File: src/pkg/sla_pkg.sv
// Constants, register map and state encoding of the sleep level arbiter.
// Assumes a 100 MHz system clock; all timing counts derive from it.
package sla_pkg;

    localparam int unsigned CLK_PERIOD_NS    = 10;
    // Deep sleep to active transition time, treated as a least time
    localparam int unsigned DEEP_WAKE_NS     = 25000;
    localparam int unsigned DEEP_WAKE_CYC    = (DEEP_WAKE_NS + CLK_PERIOD_NS - 1) / CLK_PERIOD_NS;
    // Hibernation exit time, treated as a least time
    localparam int unsigned HIB_WAKE_NS      = 2000000;
    localparam int unsigned HIB_WAKE_CYC_DEF = (HIB_WAKE_NS + CLK_PERIOD_NS - 1) / CLK_PERIOD_NS;

    typedef logic [1:0] sla_level_t;

    localparam sla_level_t LVL_NONE      = 2'h0;
    localparam sla_level_t LVL_NORMAL    = 2'h1;
    localparam sla_level_t LVL_DEEP      = 2'h2;
    localparam sla_level_t SYS_LVL_RST   = LVL_NORMAL;
    localparam sla_level_t PIPE_LVL_RST  = LVL_DEEP;
    localparam sla_level_t PWM_CAP       = LVL_NORMAL;
    localparam logic       PWM_EN_RST    = 1'b0;

    localparam int unsigned AVS_AW       = 5;
    localparam int unsigned AVS_DW       = 32;
    localparam logic [AVS_AW-1:0] REG_SYS_SLEEP  = 5'h00;
    localparam logic [AVS_AW-1:0] REG_PIPE_SLEEP = 5'h04;
    localparam logic [AVS_AW-1:0] REG_PWM_MODE   = 5'h08;
    localparam logic [AVS_AW-1:0] REG_STATUS     = 5'h0c;

    // Status register field positions
    localparam int unsigned ST_LVL_LSB   = 0;
    localparam int unsigned ST_STATE_LSB = 2;
    localparam int unsigned ST_CAUSE_BIT = 5;
    localparam int unsigned ST_SHDN_BIT  = 6;
    localparam int unsigned ST_INH_BIT   = 7;
    localparam int unsigned ST_PIPE_BIT  = 8;

    typedef enum logic [2:0] {
        SLA_ACTIVE = 3'b000,
        SLA_SLEEP  = 3'b001,
        SLA_DEEP   = 3'b010,
        SLA_WAKE   = 3'b011,
        SLA_HIBER  = 3'b100,
        SLA_BOOT   = 3'b101
    } sla_state_t;

endpackage : sla_pkg

File: src/rtl/sla_sync.sv
// Two-flop synchroniser for asynchronous pins.
// Assumes the inputs are quasi-static compared with the clock.
`timescale 1ns/1ps
module sla_sync #(
    parameter int unsigned W       = 1,
    parameter logic [W-1:0] RST_VAL = '1
) (
    input  wire logic         i_clk_sys,
    input  wire logic         i_rst_n,
    input  wire logic [W-1:0] i_async,
    output logic      [W-1:0] o_sync
);
    logic [W-1:0] meta_q;

    always_ff @(posedge i_clk_sys or negedge i_rst_n) begin
        if (!i_rst_n) begin
            meta_q <= RST_VAL;
            o_sync <= RST_VAL;
        end else begin
            meta_q <= i_async;
            o_sync <= meta_q;
        end
    end
endmodule : sla_sync

File: src/rtl/sla_sleep_level_arbiter.sv
// Power state arbiter: picks active, sleep, deep sleep or hibernation
// from two host pins, software limits and the pipe and PWM state.
// Assumes an Avalon-MM master on i_clk_sys; pins are asynchronous.
`timescale 1ns/1ps

// Summary of operation
// RULE1: Shutdown request asserted forces hibernation above all else.
// RULE2: Sleep-inhibit asserted without shutdown keeps the device active.
// RULE3: Otherwise effective level is the minimum of applicable limits (0,1,2).
// RULE4: Pipe limit counts only while connected and in pipe data mode.
// RULE5: PWM enabled caps the effective level at normal sleep.
// RULE6: System limit resets to normal sleep, level 1.
// RULE7: Pipe limit resets to deep sleep, level 2.
// RULE8: Priority and minimum selection are fixed, not configurable.
// RULE9: Sleep-inhibit is active low; low means never sleep except shutdown.
// RULE10: Shutdown is active low; disables radio, CPU and peripherals.
// RULE11: Hibernation is left only by releasing the shutdown request.
// RULE12: Hibernation exit acts as chip reset but keeps RAM contents.
// RULE13: After shutdown release a boot event reports hibernation cause.
// RULE14: Sleep indicator is low while CPU awake, high while asleep.
// RULE15: Shutdown immediately drops any radio connection.
// RULE16: Host should disconnect before shutdown for a clean end.
// RULE17: Host should hold sleep-inhibit around its UART transmissions.
// RULE18: With deep sleep allowed host sends dummy byte or uses inhibit.
// RULE19: Deep sleep stops CPU, radio, UART, fast clocks; wake takes 25 us.
// RULE20: Effective level is recomputed whenever any input changes.
module sla_sleep_level_arbiter
    import sla_pkg::*;
#(
    parameter int unsigned HIB_WAKE_CYC = sla_pkg::HIB_WAKE_CYC_DEF
) (
    input  wire logic                       i_clk_sys,
    input  wire logic                       i_rst_n,
    input  wire logic                       i_shutdown_request_n,
    input  wire logic                       i_sleep_inhibit_n,
    input  wire logic                       i_link_connected,
    input  wire logic                       i_pipe_data_mode,
    input  wire logic [sla_pkg::AVS_AW-1:0] i_avs_address,
    input  wire logic                       i_avs_read,
    input  wire logic                       i_avs_write,
    input  wire logic [sla_pkg::AVS_DW-1:0] i_avs_writedata,
    input  wire logic [3:0]                 i_avs_byteenable,
    output logic      [sla_pkg::AVS_DW-1:0] o_avs_readdata,
    output logic                            o_avs_waitrequest,
    output logic                            o_cpu_sleep_indicator,
    output logic                            o_cpu_run,
    output logic                            o_radio_run,
    output logic                            o_periph_run,
    output logic                            o_hs_clk_en,
    output logic                            o_chip_reset,
    output logic                            o_radio_abort,
    output logic                            o_boot_event,
    output logic                            o_boot_cause
);
    import sla_pkg::*;

    localparam int unsigned CNT_W = $clog2(HIB_WAKE_CYC + 1);

    if (HIB_WAKE_CYC < 1 || HIB_WAKE_CYC < DEEP_WAKE_CYC) begin : g_chk
        $error("HIB_WAKE_CYC must be at least 1 and not below DEEP_WAKE_CYC");
    end

    function automatic sla_level_t lvl_min(input sla_level_t a, input sla_level_t b);
        lvl_min = (a < b) ? a : b;
    endfunction : lvl_min

    logic [1:0]  pins_s;
    logic        shdn_n_s;
    logic        inh_n_s;
    sla_level_t  sys_lvl_q;
    sla_level_t  pipe_lvl_q;
    logic        pwm_en_q;
    sla_level_t  lvl_eff;
    logic        pipe_open;
    sla_state_t  state_q;
    sla_state_t  state_d;
    logic [CNT_W-1:0] cnt_q;
    logic        boot_cause_q;

    sla_sync #(
        .W       (2),
        .RST_VAL (2'h3)
    ) u_pin_sync (
        .i_clk_sys (i_clk_sys),
        .i_rst_n   (i_rst_n),
        .i_async   ({i_shutdown_request_n, i_sleep_inhibit_n}),
        .o_sync    (pins_s)
    );
    assign shdn_n_s = pins_s[1];
    assign inh_n_s  = pins_s[0];

    assign pipe_open = i_link_connected && i_pipe_data_mode; // [RULE4]

    // Pure combinational arbitration; link and pipe mode changes are seen at once, the inhibit pin two cycles later
    always_comb begin // [RULE20]
        lvl_eff = sys_lvl_q; // [RULE3] [RULE8]
        if (pipe_open) begin
            lvl_eff = lvl_min(lvl_eff, pipe_lvl_q); // [RULE4]
        end
        if (pwm_en_q) begin
            lvl_eff = lvl_min(lvl_eff, PWM_CAP); // [RULE5]
        end
        if (!inh_n_s) begin
            lvl_eff = LVL_NONE; // [RULE2] [RULE9]
        end
    end

    // Avalon-MM slave: fixed one wait state on every access
    logic        req;
    logic        wr_go;
    logic [AVS_DW-1:0] rd_mux;

    assign req   = i_avs_read || i_avs_write;
    assign wr_go = i_avs_write && !o_avs_waitrequest && i_avs_byteenable[0];

    always_comb begin
        rd_mux = '0;
        case (i_avs_address)
            REG_SYS_SLEEP:  rd_mux[1:0] = sys_lvl_q;
            REG_PIPE_SLEEP: rd_mux[1:0] = pipe_lvl_q;
            REG_PWM_MODE:   rd_mux[0]   = pwm_en_q;
            REG_STATUS: begin
                rd_mux[ST_LVL_LSB +: 2]   = lvl_eff;
                rd_mux[ST_STATE_LSB +: 3] = state_q;
                rd_mux[ST_CAUSE_BIT]      = boot_cause_q;
                rd_mux[ST_SHDN_BIT]       = shdn_n_s;
                rd_mux[ST_INH_BIT]        = inh_n_s;
                rd_mux[ST_PIPE_BIT]       = pipe_open;
            end
            default:        rd_mux = '0;
        endcase
    end

    always_ff @(posedge i_clk_sys or negedge i_rst_n) begin
        if (!i_rst_n) begin
            o_avs_waitrequest <= 1'b1;
            o_avs_readdata    <= '0;
        end else begin
            o_avs_waitrequest <= !(req && o_avs_waitrequest);
            if (req && o_avs_waitrequest) begin
                o_avs_readdata <= i_avs_read ? rd_mux : '0;
            end
        end
    end

    // Limits sit in retained RAM, so hibernation does not clear them
    always_ff @(posedge i_clk_sys or negedge i_rst_n) begin
        if (!i_rst_n) begin
            sys_lvl_q  <= SYS_LVL_RST; // [RULE6]
            pipe_lvl_q <= PIPE_LVL_RST; // [RULE7]
            pwm_en_q   <= PWM_EN_RST;
        end else if (wr_go) begin
            // Level 3 is not a valid level; such writes are dropped
            if (i_avs_address == REG_SYS_SLEEP && i_avs_writedata[1:0] <= LVL_DEEP) begin
                sys_lvl_q <= i_avs_writedata[1:0];
            end
            if (i_avs_address == REG_PIPE_SLEEP && i_avs_writedata[1:0] <= LVL_DEEP) begin
                pipe_lvl_q <= i_avs_writedata[1:0];
            end
            if (i_avs_address == REG_PWM_MODE) begin
                pwm_en_q <= i_avs_writedata[0];
            end
        end
    end

    // Power state sequencing
    always_comb begin
        state_d = state_q;
        if (!shdn_n_s) begin
            state_d = SLA_HIBER; // [RULE1] [RULE10]
        end else begin
            case (state_q)
                SLA_ACTIVE: begin
                    if (lvl_eff == LVL_NORMAL) begin
                        state_d = SLA_SLEEP;
                    end else if (lvl_eff == LVL_DEEP) begin
                        state_d = SLA_DEEP;
                    end
                end
                SLA_SLEEP: begin
                    if (lvl_eff == LVL_NONE) begin
                        state_d = SLA_ACTIVE;
                    end else if (lvl_eff == LVL_DEEP) begin
                        state_d = SLA_DEEP;
                    end
                end
                SLA_DEEP: begin
                    if (lvl_eff != LVL_DEEP) begin
                        state_d = SLA_WAKE; // [RULE19]
                    end
                end
                SLA_WAKE: begin
                    if (cnt_q == '0) begin
                        state_d = SLA_ACTIVE;
                    end
                end
                SLA_HIBER:  state_d = SLA_BOOT; // [RULE11]
                SLA_BOOT: begin
                    if (cnt_q == '0) begin
                        state_d = SLA_ACTIVE;
                    end
                end
                default:    state_d = SLA_BOOT;
            endcase
        end
    end

    always_ff @(posedge i_clk_sys or negedge i_rst_n) begin
        if (!i_rst_n) begin
            state_q <= SLA_BOOT;
        end else begin
            state_q <= state_d;
        end
    end

    // Shared down counter for deep wake and hibernation exit
    always_ff @(posedge i_clk_sys or negedge i_rst_n) begin
        if (!i_rst_n) begin
            cnt_q <= '0;
        end else if (state_q == SLA_DEEP && state_d == SLA_WAKE) begin
            cnt_q <= CNT_W'(DEEP_WAKE_CYC - 1); // [RULE19]
        end else if (state_q == SLA_HIBER && state_d == SLA_BOOT) begin
            cnt_q <= CNT_W'(HIB_WAKE_CYC - 1); // [RULE12]
        end else if (cnt_q != '0) begin
            cnt_q <= cnt_q - 1'b1;
        end
    end

    // Power-on boot reports cause 0, hibernation exit reports cause 1
    always_ff @(posedge i_clk_sys or negedge i_rst_n) begin
        if (!i_rst_n) begin
            boot_cause_q <= 1'b0;
            o_boot_event <= 1'b0;
            o_boot_cause <= 1'b0;
        end else begin
            if (state_q == SLA_HIBER && state_d == SLA_BOOT) begin
                boot_cause_q <= 1'b1;
            end else if (state_q == SLA_ACTIVE) begin
                boot_cause_q <= 1'b0;
            end
            o_boot_event <= (state_q == SLA_BOOT) && (state_d == SLA_ACTIVE); // [RULE13]
            if ((state_q == SLA_BOOT) && (state_d == SLA_ACTIVE)) begin
                o_boot_cause <= boot_cause_q; // [RULE13]
            end
        end
    end

    // Domain enables, registered from the next state
    always_ff @(posedge i_clk_sys or negedge i_rst_n) begin
        if (!i_rst_n) begin
            o_cpu_sleep_indicator <= 1'b1;
            o_cpu_run             <= 1'b0;
            o_radio_run           <= 1'b0;
            o_periph_run          <= 1'b0;
            o_hs_clk_en           <= 1'b0;
            o_chip_reset          <= 1'b1;
        end else begin
            o_cpu_sleep_indicator <= (state_d != SLA_ACTIVE); // [RULE14]
            o_cpu_run             <= (state_d == SLA_ACTIVE);
            o_radio_run           <= (state_d == SLA_ACTIVE); // [RULE10]
            o_periph_run          <= (state_d == SLA_ACTIVE) || (state_d == SLA_SLEEP);
            o_hs_clk_en           <= (state_d != SLA_DEEP) && (state_d != SLA_HIBER); // [RULE19]
            o_chip_reset          <= (state_d == SLA_BOOT) || (state_d == SLA_HIBER); // [RULE12]
        end
    end

    // No orderly disconnect: the link is cut the moment shutdown arrives
    always_ff @(posedge i_clk_sys or negedge i_rst_n) begin
        if (!i_rst_n) begin
            o_radio_abort <= 1'b0;
        end else begin
            o_radio_abort <= (state_q != SLA_HIBER) && !shdn_n_s && i_link_connected; // [RULE15]
        end
    end

    property p_shdn_hiber;
        @(posedge i_clk_sys) disable iff (!i_rst_n)
        !shdn_n_s |=> (state_q == SLA_HIBER) && !o_cpu_run && !o_radio_run && !o_periph_run;
    endproperty
    a_shdn_hiber: assert property (p_shdn_hiber) else $error("shutdown did not hibernate"); // [RULE1]

    property p_inhibit_active;
        @(posedge i_clk_sys) disable iff (!i_rst_n)
        shdn_n_s && !inh_n_s && state_q == SLA_ACTIVE |=> state_q == SLA_ACTIVE && !o_cpu_sleep_indicator;
    endproperty
    a_inhibit_active: assert property (p_inhibit_active) else $error("slept while inhibited"); // [RULE2]

    property p_min_level;
        @(posedge i_clk_sys) disable iff (!i_rst_n)
        inh_n_s |-> lvl_eff <= sys_lvl_q && (lvl_eff == sys_lvl_q || lvl_eff == pipe_lvl_q || lvl_eff == PWM_CAP);
    endproperty
    a_min_level: assert property (p_min_level) else $error("effective level not a minimum"); // [RULE3]

    property p_pipe_closed;
        @(posedge i_clk_sys) disable iff (!i_rst_n)
        inh_n_s && !pipe_open && !pwm_en_q |-> lvl_eff == sys_lvl_q;
    endproperty
    a_pipe_closed: assert property (p_pipe_closed) else $error("pipe limit used while closed"); // [RULE4]

    property p_pwm_cap;
        @(posedge i_clk_sys) disable iff (!i_rst_n)
        pwm_en_q |-> lvl_eff <= PWM_CAP;
    endproperty
    a_pwm_cap: assert property (p_pwm_cap) else $error("PWM cap exceeded"); // [RULE5]

    property p_hiber_hold;
        @(posedge i_clk_sys) disable iff (!i_rst_n)
        state_q == SLA_HIBER && !shdn_n_s |=> state_q == SLA_HIBER && o_chip_reset;
    endproperty
    a_hiber_hold: assert property (p_hiber_hold) else $error("left hibernation early"); // [RULE11]

    property p_boot_event;
        @(posedge i_clk_sys) disable iff (!i_rst_n)
        state_q == SLA_BOOT && cnt_q == '0 && shdn_n_s && $past(state_q) == SLA_BOOT
        |=> o_boot_event && o_boot_cause == $past(boot_cause_q);
    endproperty
    a_boot_event: assert property (p_boot_event) else $error("boot event missing"); // [RULE13]

    property p_indicator;
        @(posedge i_clk_sys) disable iff (!i_rst_n)
        o_cpu_sleep_indicator == (state_q != SLA_ACTIVE) && o_cpu_run == !o_cpu_sleep_indicator;
    endproperty
    a_indicator: assert property (p_indicator) else $error("sleep indicator wrong"); // [RULE14]

    property p_abort;
        @(posedge i_clk_sys) disable iff (!i_rst_n)
        state_q != SLA_HIBER && !shdn_n_s && i_link_connected |=> o_radio_abort ##1 !o_radio_abort;
    endproperty
    a_abort: assert property (p_abort) else $error("radio not aborted"); // [RULE15]

    property p_deep_wake;
        @(posedge i_clk_sys) disable iff (!i_rst_n)
        state_q == SLA_DEEP && state_d == SLA_WAKE |=> cnt_q == CNT_W'(DEEP_WAKE_CYC - 1) && o_hs_clk_en;
    endproperty
    a_deep_wake: assert property (p_deep_wake) else $error("deep wake timing wrong"); // [RULE19]

endmodule : sla_sleep_level_arbiter

File: config.mk
export PLATFORM = sky130hd
export DESIGN_NAME = sla_sleep_level_arbiter
export DESIGN_NICKNAME = d
export VERILOG_FILES = /design/src/pkg/sla_pkg.sv /design/src/rtl/sla_sync.sv /design/src/rtl/sla_sleep_level_arbiter.sv
export SDC_FILE = /design/constraint.sdc
export NUM_CORES = 1
export LEC_CHECK = 0
export ABC_AREA = 1
export BUFFER_PORTS_ARGS = -buffer_cell sky130_fd_sc_hd__buf_2
export CAP_MARGIN = 20
export CORE_MARGIN = 4
export CORE_UTILIZATION = 40
export DETAILED_ROUTE_END_ITERATION = 8
export PLACE_DENSITY = 0.66
export SETUP_SLACK_MARGIN = 0.2
export SYNTH_ARGS = -nofsm -noshare
export SYNTH_HDL_FRONTEND = slang
export SYNTH_HIERARCHICAL = 1
export SYNTH_SLANG_ARGS = --single-unit
File: constraint.sdc
create_clock -name i_clk_sys -period 5.8 [get_ports i_clk_sys]
set_input_delay 1.16 -clock i_clk_sys [delete_from_list [all_inputs] [get_ports i_clk_sys]]
set_output_delay 1.16 -clock i_clk_sys [all_outputs]
set_load 0.02 [all_outputs]
# Word-level counts from Yosys, hierarchy flattened
# Index checks and enable logic that the tools add are counted.
dict set report word_totals {
  register_bits 72
  output_inout_bits 42
  elab_cells 92
}
dict set report classes {
  n_addsub 1
  magnitude_cmp 3
  n_eq_ne 18
  mux 21
  n_reduce_logical 31
}
# op n
set op_table {}
lappend op_table {{$mux 18} 3}
lappend op_table {{$logic_not 18->1} 1}
lappend op_table {{$mux 3} 6}
lappend op_table {{$reduce_bool 18->1} 1}
lappend op_table {{$sub 18x1->18 const B} 1}
lappend op_table {{$eq 3x3->1 const B} 4}
lappend op_table {{$logic_and 1x1->1} 12}
lappend op_table {{$pmux 3 s4} 1}
lappend op_table {{$eq 5x4->1 const B} 2}
lappend op_table {{$mux 2} 5}
lappend op_table {{$eq 3x2->1 const B} 3}
lappend op_table {{$mux 9} 1}
lappend op_table {{$mux 7} 1}
lappend op_table {{$eq 3x1->1 const B} 2}
lappend op_table {{$logic_not 3->1} 2}
lappend op_table {{$ne 3x3->1 const B} 2}
lappend op_table {{$reduce_and 2->1} 3}
lappend op_table {{$reduce_bool 3->1} 2}
lappend op_table {{$eq 5x3->1 const B} 1}
lappend op_table {{$logic_not 5->1} 1}
lappend op_table {{$pmux 1 s4} 1}
lappend op_table {{$logic_not 1->1} 3}
lappend op_table {{$logic_or 1x1->1} 3}
lappend op_table {{$ne 3x2->1 const B} 1}
lappend op_table {{11 further kinds} 12}

# Depth between registers and ports, before layout
dict set report depth {
  ltp_word 16
  mapped_depth 15
  ltp_nobuf 15
}

# Hierarchy
# The synthesis kept the hierarchy.
# mod instances cells_per_inst area_per_inst_um2 seq_area_each_um2
set modules_own_cells {}
lappend modules_own_cells {sla_sleep_level_arbiter 1 310 2519.9 1134.8}
lappend modules_own_cells {sla_sync 1 4 105.1 105.1}

# Worst setup path before layout
# OpenSTA, ideal clock, no wires.
dict set report synth_timing {
  path_kind {input port to flip-flop}
  start {input port i_link_connected}
  end {register cnt_q[8]}
  setup_time_ps 124
  t_arrival_ps 2181
  slack_ps 3495
  cell_stages 11
  n_path_buf 0
  path_cell_list {nand2_1 -> nand2_1 -> nand2_1 -> nand2_1 -> nor2_1 -> a21oi_1 -> nor2_2 -> nand2_2 -> nand3b_4 -> nand2_4 -> or2_1}
}
dict set report synth_via {
  elab_chain_cells 15
  elab_cells_between_ends 23
  cone_classes {order compare: 1; eq/ne: 5; mux: 12; reduce/logical: 5}
}
# element line
set synth_rtl {}
lappend synth_rtl {{start, declared} sla_sleep_level_arbiter.sv:36} ;# input wire logic i_link_connected,
lappend synth_rtl {{$logic_and 1x1->1 (*)} sla_sleep_level_arbiter.sv:92} ;# assign pipe_open = i_link_connected && i_pipe_data_mode;
lappend synth_rtl {{$mux 2 (*)} sla_sleep_level_arbiter.sv:97} ;# if (pipe_open) begin
lappend synth_rtl {{$lt 2x1->1} sla_sleep_level_arbiter.sv:64} ;# lvl_min = (a < b) ? a : b;
lappend synth_rtl {{$mux 2} sla_sleep_level_arbiter.sv:64}
lappend synth_rtl {{$mux 2 (*)} sla_sleep_level_arbiter.sv:100} ;# if (pwm_en_q) begin
lappend synth_rtl {{$mux 2 (*)} sla_sleep_level_arbiter.sv:103} ;# if (!inh_n_s) begin
lappend synth_rtl {{$eq 2x2->1} {sla_sleep_level_arbiter.sv:176, sla_sleep_level_arbiter.sv:183}}
lappend synth_rtl {{$mux 3} {sla_sleep_level_arbiter.sv:176, sla_sleep_level_arbiter.sv:183}}
lappend synth_rtl {{$mux 3 (on tied branches)} {sla_sleep_level_arbiter.sv:181, sla_sleep_level_arbiter.sv:174}}
lappend synth_rtl {{$pmux 3 s4 (*)} sla_sleep_level_arbiter.sv:172} ;# case (state_q)
lappend synth_rtl {{$mux 3 (*)} sla_sleep_level_arbiter.sv:169} ;# if (!shdn_n_s) begin
lappend synth_rtl {{$eq 3x3->1} sla_sleep_level_arbiter.sv:222} ;# end else if (state_q == SLA_HIBER && state_d == SLA_BOOT) begin
lappend synth_rtl {{$logic_and 1x1->1} sla_sleep_level_arbiter.sv:222}
lappend synth_rtl {{$mux 18} sla_sleep_level_arbiter.sv:222}
lappend synth_rtl {{$mux 18} sla_sleep_level_arbiter.sv:220} ;# end else if (state_q == SLA_DEEP && state_d == SLA_WAKE) begin
lappend synth_rtl {{end signal, assigned} sla_sleep_level_arbiter.sv:221} ;# cnt_q <= CNT_W'(DEEP_WAKE_CYC - 1);
lappend synth_rtl {{end signal, assigned} sla_sleep_level_arbiter.sv:223} ;# cnt_q <= CNT_W'(HIB_WAKE_CYC - 1);
lappend synth_rtl {{end signal, assigned} sla_sleep_level_arbiter.sv:225} ;# cnt_q <= cnt_q - 1'b1;
lappend synth_rtl {{end, declared} sla_sleep_level_arbiter.sv:77} ;# logic [CNT_W-1:0] cnt_q;
# Every way passes the cells marked *; elsewhere a longest branch is shown, timed or not.
# A chain may end at the register's enable or synchronous reset.

# Worst setup path in the final report
# Ends and elaborated chain as after synthesis.

==> impl_metrics.env <==
export IMPL_status="completed"
export IMPL_htreeDepth=2
export IMPL_arrival_ns=2.56
export IMPL_wire_per_inst_um=11.6
export IMPL_clk_latency_ns=0.30
export IMPL_grt_pass1_vias=1821
export IMPL_ys_seq_area_share_pct=47.2
export IMPL_worstReg2RegEnd="cnt_q[17]"
export IMPL_drive_above_1_share_pct=19.8
export IMPL_cellLeakagePower_uw=0.00150
export IMPL_ir_drop_v=0.000111
export IMPL_synth_mux_area_share_pct=0
export IMPL_vias=1990
export IMPL_hold_buffers=0
export IMPL_critPathKind="in2reg"
export IMPL_crit_top_cell="nand2_1"
export IMPL_ios=91
export IMPL_synth_adder_area_share_pct=1.91
export IMPL_grt_max_degree=50
export IMPL_total_power_uw=728
export IMPL_p_int_uw=513
export IMPL_cts_inserted_buffers=5
export IMPL_clk_pin_slew_ns=0.08
export IMPL_via_per_inst=4.63
export IMPL_ys_warn_count=6
export IMPL_r2r_start="pipe_lvl_q[1]"
export IMPL_numPortBuffers=34
export IMPL_crit_slowest_cell="or2_1"
export IMPL_relSlewSlack_pct=59.5
export IMPL_worstPathRequired_ns=5.99
export IMPL_postPlaceCellArea_sq_um=2790
export IMPL_synth_area_top_cells="dfrtp_1 (36%), dfstp_2 (11%), nand2_1 (8.9%), buf_4 (6.9%), inv_1 (5.1%)"
export IMPL_start_kind="input pin"
export IMPL_syn_to_final_growth_pct=10.6
export IMPL_antenna_left=0
export IMPL_drt_total_wl_um=4980
export IMPL_dr_pass1_iters=4
export IMPL_synth_cell_types=29
export IMPL_die_y_um=89.0
export IMPL_synth_area_sq_um=2630
export IMPL_grt_usage_pct=13.2
export IMPL_cts_tree="built"
export IMPL_worstHoldStart="u_pin_sync/meta_q[1]"
export IMPL_yosys_area_share_xor_xnor_pct=5.34
export IMPL_finalClockSkew_ns=0.00618
export IMPL_final_cell_area_sq_um=2900
export IMPL_powerDensity_nw_per_um2=251
export IMPL_die_area_sq_um=7920
export IMPL_yosys_area_share_simple_pct=26.5
export IMPL_place_congestion=0.862
export IMPL_drcViolationCount=0
export IMPL_cts_resized_gates=0
export IMPL_cp_end_kind="register"
export IMPL_start_util_pct=41.3
export IMPL_syn_inst=314
export IMPL_yosys_area_top_type="dfrtp_1"
export IMPL_cts_setup_buffers=0
export IMPL_switching_power_uw=215
export IMPL_n_antenna_cell=0
export IMPL_setup_violations=0
export IMPL_path_max_fanout=7
export IMPL_antenna_found_initial=0
export IMPL_synth_top_family_by_area="simple AND/OR/NAND/NOR gates"
export IMPL_final_util_pct=45.7
export IMPL_die_x_um=89.0
export IMPL_fin_crit_ns=2.38
export IMPL_reg2reg_depth=14
export IMPL_hpwl_um=3740
export IMPL_reg2reg_slack_ns=3.69
export IMPL_synth_compound_area_share_pct=6.43
export IMPL_grt_pass1_wl_um=8260
export IMPL_rsz0062_at_grt="no"
export IMPL_final_common_cell="nand2_1"
export IMPL_hold_viol_final=0
export IMPL_fin_nets=405
export IMPL_max_freq_ghz=0.421
export IMPL_min_path_cells=0
export IMPL_drtIter0Drc=104
export IMPL_final_cell_mix="nand2_1 (62), dfrtp_1 (38), inv_1 (36), buf_2 (34), nor2_1 (33)"
export IMPL_clkPwrFrac_pct=27.9
export IMPL_cts_sinks=49
export IMPL_fin_tns_setup_ns=0
export IMPL_fill_cells=630
export IMPL_hold_class="reg2reg"
export IMPL_clk_path_buf_depth=2
export IMPL_slew_viol_final=0
export IMPL_rows=29
export IMPL_synth_top_cell_area_share_pct=36.2
export IMPL_fin_crit_sh_pct=41.0
export IMPL_critPathMaxStageDelay_ns=0.22
export IMPL_ys_seq_elements=49
export IMPL_avgSynthCellArea_sq_um=8.36
export IMPL_grt_overflow=0
export IMPL_seqPwrFrac_pct=54.0
export IMPL_fp_coreArea_sq_um=6350
export IMPL_power_share_combinational_pct=18.2
export IMPL_root_buffer="clkbuf_8"
export IMPL_worstMarginPinSlew_ns=0.608
export IMPL_maxCapViolations=0
export IMPL_hold_path_end="u_pin_sync/o_sync[1]"
export IMPL_cp_cell_sequence="buf_2 -> nand2_1 -> nand2_1 -> nand2_1 -> nand2_1 -> nor2_1 -> a21oi_1 -> nor2_2 -> nand2_2 -> nand3b_4 -> nand2_4 -> or2_1"
export IMPL_p_sw_share_pct=29.5
-- power groups by stage --
stage	logic [uW]	clock network, uW	registers (uW)
2_1_floorplan	96.2	0	405
3_3_place_gp	128	0	398
3_5_place_dp	130	0	399
4_1_cts	131	213	392
5_1_grt	150	227	396
6_report	132	203	393
-- worst max-delay path, delay by kind of cell --
kind            cells  cell delay [ns]
compound gates      1             0.11
buf+inv             1             0.13
simple gates       10             1.16
-- layout make-up --
cell class	count	area, sq um	share of cell area [%]
Sequential cell	49	1240	42.7
Multi-Input combinational cell	224	1140	39.3
Timing Repair Buffer	35	198	6.81
Inverter	37	139	4.78
Tap cell	77	96.3	3.32
Clock buffer	8	90.1	3.10
-- synth_stat cells --
library cell and number:
nand2_1 62, dfrtp_1 38, inv_1 36, nor2_1 33
buf_4 24, nand3_1 24, o21ai_0 16, a21oi_1 12
dfstp_2 11, xor2_1 9, nor2_2 7, xnor2_1 7
nand2_2 5, ha_1 4, nand4_1 4, nor3_1 4
nor4_1 3, o31ai_1 3, clkbuf_1 2, a31oi_1 1
conb_1 1, inv_2 1, nand2_4 1, nand3_4 1
nand3b_1 1, nand3b_4 1, nor2_4 1, or2_1 1
or2_2 1
-- kinds of logic after synthesis --
group,Yosys count
and+or+nand+nor,149
buffers and inverters,63
DFF,49
AOI/OAI and AO/OA,32
xor gates and xnor gates,16
adders and majority gates,4
other,1
-- flip-flops by register name, indices dropped and copies added (netlist names), 2 cells and up --
name and cells:
cnt_q 18, o_avs_readdata 9, pipe_lvl_q 2, state_q 3, sys_lvl_q 2, u_pin_sync/meta_q 2
u_pin_sync/o_sync 2
-- metrics by stage --
stage | cells | hold slack, ns | worst slack, ns
after CTS | 429 | 0.360 | 3.47
after global placement | 421 | 0.346 | 3.17
after global routing | 430 | 0.365 | 3.23
after detailed placement | 421 | 0.347 | 3.14
after floorplan | 336 | 0.345 | 3.49
final | 430 | 0.359 | 3.42
-- how the worst max path moves through the flow --
stage                     startpoint           end  depth (start not counted)
global route        i_link_connected  o_boot_cause                         13
finish              i_link_connected      cnt_q[8]                         12
floorplan           i_link_connected      cnt_q[8]                         11
global placement    i_link_connected      cnt_q[8]                         12
CTS                 i_link_connected      cnt_q[8]                         12
detailed placement  i_link_connected      cnt_q[8]                         12
-- per-layer routing --
metal	global-route usage, %	routed length, um	vias to the layer above
met1	17.5	2370	910
met2	21.3	2230	47
met4	4.33	65	0
li1	-	-	1028
met3	3.13	320	5
met5	0	0	-
(Power assumes the default switching activity.)
